--- src/rtl/mpc_pkg.sv ---
// Constants, types and carriers shared by the maintenance panel control logic.
// Assumes one 200 MHz logic clock and a processor core on the same clock.

package mpc_pkg;

  // ****************************************************************
  // Widths and field positions
  // ****************************************************************
  localparam int WORD_W  = 33;
  localparam int PAR_BIT = 32;
  localparam int PC_W    = 16;
  localparam int IR_W    = 32;
  localparam int OPR_W   = 8;
  localparam int NOPR    = 12;
  localparam int NWREG   = 4;
  localparam int TMR_W   = 32;
  localparam int WF_LSB  = 2;
  localparam int WF_MSB  = 17;

  // ****************************************************************
  // Values
  // ****************************************************************
  localparam logic [1:0]        WSEL_MAR  = 2'h0;
  localparam logic [WORD_W-1:0] WREG_CLR  = 33'h1_0000_0000;
  localparam logic [PC_W-1:0]   INT_SAVE  = 16'h0000;
  localparam logic [PC_W-1:0]   INT_VEC   = 16'h0001;
  localparam logic [TMR_W-1:0]  TMR_ONE   = 32'h0000_0001;
  localparam logic [PC_W-1:0]   W_ONE     = 16'h0001;

  // Run control states, Gray coded along stop, issue, wait.
  typedef enum logic [2:0] {
    ST_STOP  = 3'h0,
    ST_ISSUE = 3'h1,
    ST_WAIT  = 3'h3,
    ST_MEM   = 3'h2,
    ST_INT   = 3'h6
  } mpc_st_t;

  // Panel pushbuttons, one bit per button.
  typedef struct packed {
    logic [WORD_W-1:0] wbit;
    logic [PC_W-1:0]   pcbit;
    logic [IR_W-1:0]   irbit;
    logic [OPR_W-1:0]  opbit;
    logic              wclr;
    logic              par;
    logic              store;
    logic              disp;
    logic              pcclr;
    logic              irclr;
    logic              exec;
    logic              opclr;
    logic              run;
    logic              stop;
    logic              step;
    logic              eclr;
  } mpc_btn_t;

  // Panel selector and latching switches.
  typedef struct packed {
    logic [1:0] wsel;
    logic [3:0] osel;
    logic       ignore;
  } mpc_sw_t;

  // Core memory request.
  typedef struct packed {
    logic              req;
    logic              we;
    logic [PC_W-1:0]   addr;
    logic [WORD_W-1:0] wdata;
  } mpc_mem_t;

endpackage

--- src/rtl/mpc_panel.sv ---
// Maintenance panel control: displays, manual entry, run control, errors, timer.
// Assumes panel pins are asynchronous and the core and memory share sys_clk.
`timescale 1ns/1ps
`default_nettype none

module mpc_panel
  import mpc_pkg::*;
(
  // Clock and reset
  input  wire logic              sys_clk,
  input  wire logic              nrst,
  // Panel pins
  input  wire mpc_btn_t          panel_btn,
  input  wire mpc_sw_t           panel_sw,
  // Panel indicators
  output logic [WORD_W-1:0]      disp_word,
  output logic [PC_W-1:0]        disp_pc,
  output logic [IR_W-1:0]        disp_ir,
  output logic [OPR_W-1:0]       disp_oper,
  output logic                   mar_par_led,
  output logic                   int_par_led,
  output logic                   ifc_err_led,
  output logic                   tmr_err_led,
  output logic                   running,
  // Core memory port
  output mpc_mem_t               mem_o,
  input  wire logic              mem_ack,
  input  wire logic [WORD_W-1:0] mem_rdata,
  // Processor core
  output logic                   cpu_go,
  output logic                   cpu_fetch,
  input  wire logic              cpu_done,
  input  wire logic              cpu_halt,
  input  wire logic [PC_W-1:0]   cpu_pc_next,
  input  wire logic [IR_W-1:0]   cpu_ir_next,
  input  wire logic              core_par_err,
  input  wire logic              io_par_err,
  // Interrupts
  input  wire logic              int_req,
  input  wire logic [15:0]       int_cause,
  input  wire logic              int_reenable,
  // Interval timer access
  input  wire logic              tmr_load,
  input  wire logic [TMR_W-1:0]  tmr_din,
  output logic [TMR_W-1:0]       tmr_value
);

  // ****************************************************************
  // State
  // ****************************************************************
  typedef struct packed {
    mpc_btn_t                     b1;
    mpc_btn_t                     b2;
    mpc_btn_t                     b3;
    mpc_sw_t                      s1;
    mpc_sw_t                      s2;
    mpc_st_t                      st;
    logic                         run;
    logic                         fetch;
    logic                         go;
    logic                         mwe;
    logic [1:0]                   mdst;
    logic [NWREG-1:0][WORD_W-1:0] wreg;
    logic [PC_W-1:0]              pc;
    logic [IR_W-1:0]              ir;
    logic [NOPR-1:0][OPR_W-1:0]   oper;
    logic [TMR_W-1:0]             timer;
    logic                         int_par;
    logic                         ifc_err;
    logic                         tmr_err;
    logic                         par_ind;
    logic                         int_en;
  } mpc_state_t;

  mpc_state_t       q;
  mpc_state_t       d;
  mpc_btn_t         p;
  mpc_sw_t          sw;
  logic [1:0]       rst_s;
  logic             rst_n;
  logic             rd_bad;
  logic             int_evt;
  logic             tmr_zero;
  logic             osel_ok;
  logic [PC_W-1:0]  wfield;
  logic [31:0]      save_word;

  // ****************************************************************
  // Reset release
  // ****************************************************************

  // Reset asserts at once and releases two clocks later.
  always_ff @(posedge sys_clk or negedge nrst) begin
    if (!nrst) begin
      rst_s <= 2'h0;
    end else begin
      rst_s <= {rst_s[0], 1'b1};
    end
  end
  assign rst_n = rst_s[1];

  // ****************************************************************
  // Decoded terms
  // ****************************************************************

  // Button pulses come from the second and third stages only.
  assign p         = mpc_btn_t'(q.b2 & ~q.b3);
  assign sw        = q.s2;
  assign wfield    = q.ir[WF_MSB:WF_LSB];
  assign osel_ok   = (q.s2.osel < 4'hc);
  assign rd_bad    = (q.st == ST_MEM) && mem_ack && !q.mwe && !(^mem_rdata);
  assign int_evt   = rd_bad | core_par_err;
  assign tmr_zero  = !tmr_load && (q.timer == TMR_ONE);
  assign save_word = {q.pc, int_cause};

  // ****************************************************************
  // Next state
  // ****************************************************************

  // All panel, run and error behaviour is computed here.
  always_comb begin
    d    = q;
    d.go = 1'b0;
    d.b1 = panel_btn;
    d.b2 = q.b1;
    d.b3 = q.b2;
    d.s1 = panel_sw;
    d.s2 = q.s1;

    // The timer counts every clock unless software presets it.
    if (tmr_load) begin
      d.timer = tmr_din;
    end else begin
      d.timer = q.timer - TMR_ONE;
    end

    // Error flags: a new event wins over a clear in the same cycle.
    if (p.eclr) begin
      d.int_par = 1'b0;
      d.ifc_err = 1'b0;
      d.tmr_err = 1'b0;
    end
    if (int_evt) begin
      d.int_par = 1'b1;
    end
    if (io_par_err) begin
      d.ifc_err = 1'b1;
    end
    if (tmr_zero) begin
      d.tmr_err = 1'b1;
    end

    // Stop press or an unignored internal error ends a run.
    if (p.stop) begin
      d.run = 1'b0;
    end
    if (int_evt && !sw.ignore) begin
      d.run = 1'b0;
    end
    if (int_reenable) begin
      d.int_en = 1'b1;
    end

    // Memory access register parity indicator.
    d.par_ind = (sw.wsel == WSEL_MAR) && !(^q.wreg[WSEL_MAR]) && !p.par;

    case (q.st)
      ST_STOP: begin
        if (p.run || p.step) begin
          d.run   = p.run;
          d.fetch = 1'b1;
          d.st    = ST_ISSUE;
        end else if (p.exec) begin
          d.fetch = 1'b0;
          d.st    = ST_ISSUE;
        end else if (p.store || p.disp) begin
          d.mwe  = p.store;
          d.mdst = sw.wsel;
          d.st   = ST_MEM;
        end else begin
          // Manual alteration only while stopped; clear then set.
          if (p.wclr) begin
            d.wreg[sw.wsel] = WREG_CLR;
          end else if (p.par) begin
            d.wreg[sw.wsel][PAR_BIT] = ~^q.wreg[sw.wsel][PAR_BIT-1:0];
          end
          d.wreg[sw.wsel] = d.wreg[sw.wsel] | p.wbit;
          if (p.pcclr) begin
            d.pc = '0;
          end
          d.pc = d.pc | p.pcbit;
          if (p.irclr) begin
            d.ir = '0;
          end
          d.ir = d.ir | p.irbit;
          if (osel_ok) begin
            if (p.opclr) begin
              d.oper[sw.osel] = '0;
            end
            d.oper[sw.osel] = d.oper[sw.osel] | p.opbit;
          end
        end
      end
      ST_ISSUE: begin
        if (q.fetch && q.int_en && int_req) begin
          d.st = ST_INT;
        end else begin
          d.go = 1'b1;
          d.st = ST_WAIT;
        end
      end
      ST_WAIT: begin
        if (cpu_done) begin
          if (q.fetch) begin
            d.pc = cpu_pc_next;
            d.ir = cpu_ir_next;
          end
          if (d.run && !cpu_halt) begin
            d.st = ST_ISSUE;
          end else begin
            d.run = 1'b0;
            d.st  = ST_STOP;
          end
        end
      end
      ST_MEM: begin
        if (mem_ack) begin
          if (!q.mwe) begin
            d.wreg[q.mdst] = mem_rdata;
          end
          d.ir[WF_MSB:WF_LSB] = wfield + W_ONE;
          d.st = ST_STOP;
        end
      end
      ST_INT: begin
        if (mem_ack) begin
          d.pc     = INT_VEC;
          d.int_en = 1'b0;
          d.st     = ST_ISSUE;
        end
      end
      default: begin
        d.st = ST_STOP;
      end
    endcase
  end

  // State register.
  always_ff @(posedge sys_clk or negedge rst_n) begin
    if (!rst_n) begin
      q <= '0;
    end else begin
      q <= d;
    end
  end

  // ****************************************************************
  // Outputs
  // ****************************************************************

  // Displays and indicators.
  assign disp_word   = q.wreg[sw.wsel];
  assign disp_pc     = q.pc;
  assign disp_ir     = q.ir;
  assign disp_oper   = osel_ok ? q.oper[sw.osel] : '0;
  assign mar_par_led = q.par_ind;
  assign int_par_led = q.int_par;
  assign ifc_err_led = q.ifc_err;
  assign tmr_err_led = q.tmr_err;
  assign running     = q.run;
  assign tmr_value   = q.timer;

  // Core handshake and memory request.
  assign cpu_go      = q.go;
  assign cpu_fetch   = q.fetch;
  assign mem_o.req   = (q.st == ST_MEM) || (q.st == ST_INT);
  assign mem_o.we    = (q.st == ST_INT) || q.mwe;
  assign mem_o.addr  = (q.st == ST_INT) ? INT_SAVE : wfield;
  assign mem_o.wdata = (q.st == ST_INT) ? {~^save_word, save_word} : q.wreg[q.mdst];
endmodule

`default_nettype wire

--- config.mk ---
export PLATFORM = sky130hd
export DESIGN_NAME = mpc_panel
export DESIGN_NICKNAME = d
export VERILOG_FILES = /design/src/rtl/mpc_pkg.sv /design/src/rtl/mpc_panel.sv
export SDC_FILE = /design/constraint.sdc
export NUM_CORES = 1
export LEC_CHECK = 0
export BUFFER_PORTS_ARGS = -buffer_cell sky130_fd_sc_hd__buf_2
export CAP_MARGIN = 20
export CORE_MARGIN = 2
export CORE_UTILIZATION = 54
export CTS_BUF_LIST = sky130_fd_sc_hd__clkbuf_2 sky130_fd_sc_hd__clkbuf_4 sky130_fd_sc_hd__clkbuf_8
export CTS_CLUSTER_SIZE = 24
export DETAILED_ROUTE_END_ITERATION = 8
export GPL_TIMING_DRIVEN = 1
export PLACE_DENSITY = 0.72
export REMOVE_ABC_BUFFERS = 1
export SLEW_MARGIN = 10
export SYNTH_ARGS = -nofsm -noshare
export SYNTH_HDL_FRONTEND = slang
export SYNTH_SLANG_ARGS = --single-unit
--- constraint.sdc ---
create_clock -name sys_clk -period 52.7 [get_ports sys_clk]
set_clock_uncertainty 0.05 [all_clocks]
set_input_delay 7.905 -clock sys_clk [delete_from_list [all_inputs] [get_ports sys_clk]]
set_output_delay 7.905 -clock sys_clk [all_outputs]
set_load 0.01 [all_outputs]
==> results.yml <==
outcome:
  outcome: "finished clean"
sta:
  finalCritPeriodShare_pct: 33.0
  worst_pin_slew_ns: 1.19
  slew_headroom_pct: 20.5
  setup_slack_ns: 35.32
  fmax_ghz: 0.0575
  timing.final.max_slew_violations: 0
  period_needed_ns: 17.38
  rsz0062_at_grt: "false"
  finalSetupTns_ns: 0
  hold_viol: 0
  setup_viol: 0
worst_setup_path:
  worstPathMaxFanout: 2
  critPathLaunchType: "input port"
  crit_chain: "buf_2 > xnor2_1 > xnor2_1 > xnor2_1 > xnor2_1 > xnor2_1 > o21ai_0 > buf_2"
  r2r_start: "q[326]"
  cp_data_required_time_ns: 44.74
  worstReg2RegEnd: "q[42]"
  crit_buf_inv: 2
  crit_start: "int_cause[12]"
  cp-end-kind: "primary output"
  reg2reg_depth: 5
  reg2reg_slack_ns: 49.22
  criticalPathCategory: "input port to primary output"
  crit_family: "XOR/XNOR gates"
  arrival_ns: 9.42
  cpMaxStageDelayCell: "xnor2_1"
  cp_common_cell: "xnor2_1"
  crit_path_max_incr_delay_ns: 0.37
global_route:
  antenna_found_initial: 26
  first_global_vias: 21900
  grt_pass1_wl_um: 123000
  grt-ovfl-total: 0
  grt_use_total_pct: 29.4
  grt_max_degree: 173
floorplan:
  ioPinCount: 426
  core_area_um2: 52300
  die_y_um: 234
  start_util_pct: 54.4
  num_rows: 84
  dieWidth_um: 234
  dieArea_um2: 54500
route:
  dr_wl_met3_um: 7620
  viasPerCell: 5.94
  wl_per_cell_um: 21.9
  ant_nets: 0
  met2_length_um: 38700
  drc_errors: 0
  wl_um: 80100
  highest_layer: "met5"
  wl_met1_um: 30700
  drt-pass1-iter-count: 8
  vias: 21700
  dr.first_iter.drc_count: 2149
synth:
  synth_edf_count: 0
  ys_warn_count: 0
  synth_cell_types: 67
  syn_area_per_cell_um2: 11.2
  yosysSeqAreaShare_pct: 56.4
  syn_inst: 2537
  ys.flop_type: "dfrtp_1"
  synth-seq-cells: 641
  synthesis.area_um2: 28500
  ys_async_sr_fraction_pct: 100
finish:
  fill_cells: 4196
  areaGrowthSynthToFinish_pct: 16.0
  seqCellArea_um2: 16000
  final_area_um2: 33000
  drive_gt1_share_pct: 27.7
  multi_input_area_um2: 11100
  finalNonFillerCells: 3659
  final_nets: 3121
place:
  dp_slack_ns: 35.33
  placed_area_um2: 30600
  io_buffers: 425
  hpwlAfterDp_um: 51200
  placed_cells: 3447
  gp_congestion: 0.891
cts:
  clockBufferDepth: 3
  htree_levels: 3
  cts_tree: "yes"
  cts_buffers: 105
  post_cts_resized: 0
  clkSinkCount: 641
  postCtsSetupBuffers: 0
  clk_latency_ns: 0.72
  cts_root_buf: "clkbuf_8"
  clkSlewWorstSetupHoldPaths_ns: 0.06
  cts_hold_buf: 0
power:
  p_leak_uw: 0.0146
  finalPower_uw: 1870
  ir_drop_mv: 0.0324
  power.density_nw_per_um2: 56.6
worst_hold_path:
  hp-class: "flop to flop"
  hold_end: "d[422]"
  holdCritStartpoint: "d[523]"
  whs_path_depth: 0
flow_run:
  maxCapViolations: 0
==> where the power goes <==
part	internal [uW]	total [uW]	switching (uW)
combinational	299	689	390
clock	264	466	202
sequential	605	711	107
total	1170	1870	699
==> per-layer routing <==
| metal | up-vias | track usage [%] |
|---|---|---|
| met3 | 228 | 7.97 |
| li1 | 9586 | - |
| met5 | - | 0 |
| met1 | 10700 | 38.2 |
| met4 | 16 | 13.9 |
| met2 | 1144 | 46.1 |
==> cell usage after synthesis, drive strengths merged, types with 2 or more instances <==
master	number	area (um2)
a21boi	2	15.0
a21o	5	37.5
a21oi	192	961
a221oi	4	35.0
a222oi	5	50.1
a22o	2	17.5
a22oi	158	1190
a2bb2oi	4	35.0
a31oi	10	62.6
a32o	4	40.0
a32oi	15	131
and2	20	125
and3	7	43.8
and4bb	2	25.0
buf	107	743
clkbuf	130	488
dfrtp	641	16000
ha	3	37.5
inv	50	188
mux2	36	405
mux2i	9	90.1
mux4	89	2010
nand2	226	848
nand2b	18	113
nand3	47	235
nand3b	2	15.0
nand4	15	93.8
nor2	177	664
nor2b	70	438
nor3	35	185
nor4	11	87.6
o21a	10	75.1
o21ai	229	1150
o21bai	4	30.0
o22ai	9	56.3
o31ai	6	45.0
or2	2	12.5
or3	10	62.6
xnor2	133	1240
xor2	21	184
==> kinds of logic (layout without fill, tap and decap cells) <==
group	count (synthesis)	count (layout)	share of synthesized area, %
DFF	641	641	56.4
xor gates and xnor gates	155	155	5.08
other	1	20	0.0132
and+or+nand+nor	647	647	10.5
adders and majority gates	3	3	0.132
muxes	134	134	8.80
AOI/OAI and AO/OA	669	669	14.1
buffers and inverters	287	702	4.99
==> registers in the layout, summed over array words and instances (netlist names) <==
signal       flops
q              343
d              209
disp_ir         32
tmr_value       32
disp_pc         16
rst_s            2
cpu_fetch        1
cpu_go           1
ifc_err_led      1
int_par_led      1
mar_par_led      1
running          1
tmr_err_led      1
==> layout by cell type, fill, tap and decap left out, drive strengths merged, types with 6 or more instances in the layout <==
cell | netlist | routed
dfrtp | 641 | 641
buf | 107 | 464
o21ai | 229 | 229
nand2 | 226 | 226
a21oi | 192 | 192
nor2 | 177 | 177
clkbuf | 130 | 164
a22oi | 158 | 158
xnor2 | 133 | 133
mux4 | 89 | 89
nor2b | 70 | 70
inv | 50 | 53
nand3 | 47 | 47
mux2 | 36 | 36
nor3 | 35 | 35
xor2 | 21 | 21
and2 | 20 | 20
diode | 0 | 19
nand2b | 18 | 18
clkinv | 0 | 17
a32oi | 15 | 15
nand4 | 15 | 15
nor4 | 11 | 11
o21a | 10 | 10
a31oi | 10 | 10
or3 | 10 | 10
mux2i | 9 | 9
o22ai | 9 | 9
and3 | 7 | 7
o31ai | 6 | 6
==> through the flow <==
step,hold slack [ns],util (%)
2_1_floorplan,0.281,-
3_3_place_gp,0.281,58.4
3_5_place_dp,0.285,58.4
4_1_cts,0.270,62.8
5_1_grt,0.294,63.0
6_report,0.274,63.0
==> cell type report <==
type | count | share of cell area [%]
Clock inverter | 24 | 0.648
Antenna cell | 19 | 0.144
Inverter | 50 | 0.569
Tap cell | 688 | 2.61
Multi-Input combinational cell | 1609 | 33.6
Clock buffer | 164 | 6.37
Sequential cell | 641 | 48.6
Timing Repair Buffer | 464 | 7.45
==> worst max path at each step <==
stage                end  depth (start not counted)
2_1_floorplan  cpu_fetch                          0
3_3_place_gp   mem_o[32]                          8
3_5_place_dp   mem_o[32]                          8
4_1_cts        mem_o[32]                          8
5_1_grt        mem_o[32]                          8
6_report       mem_o[32]                          8
No activity file was read; power rests on OpenSTA's default activity.
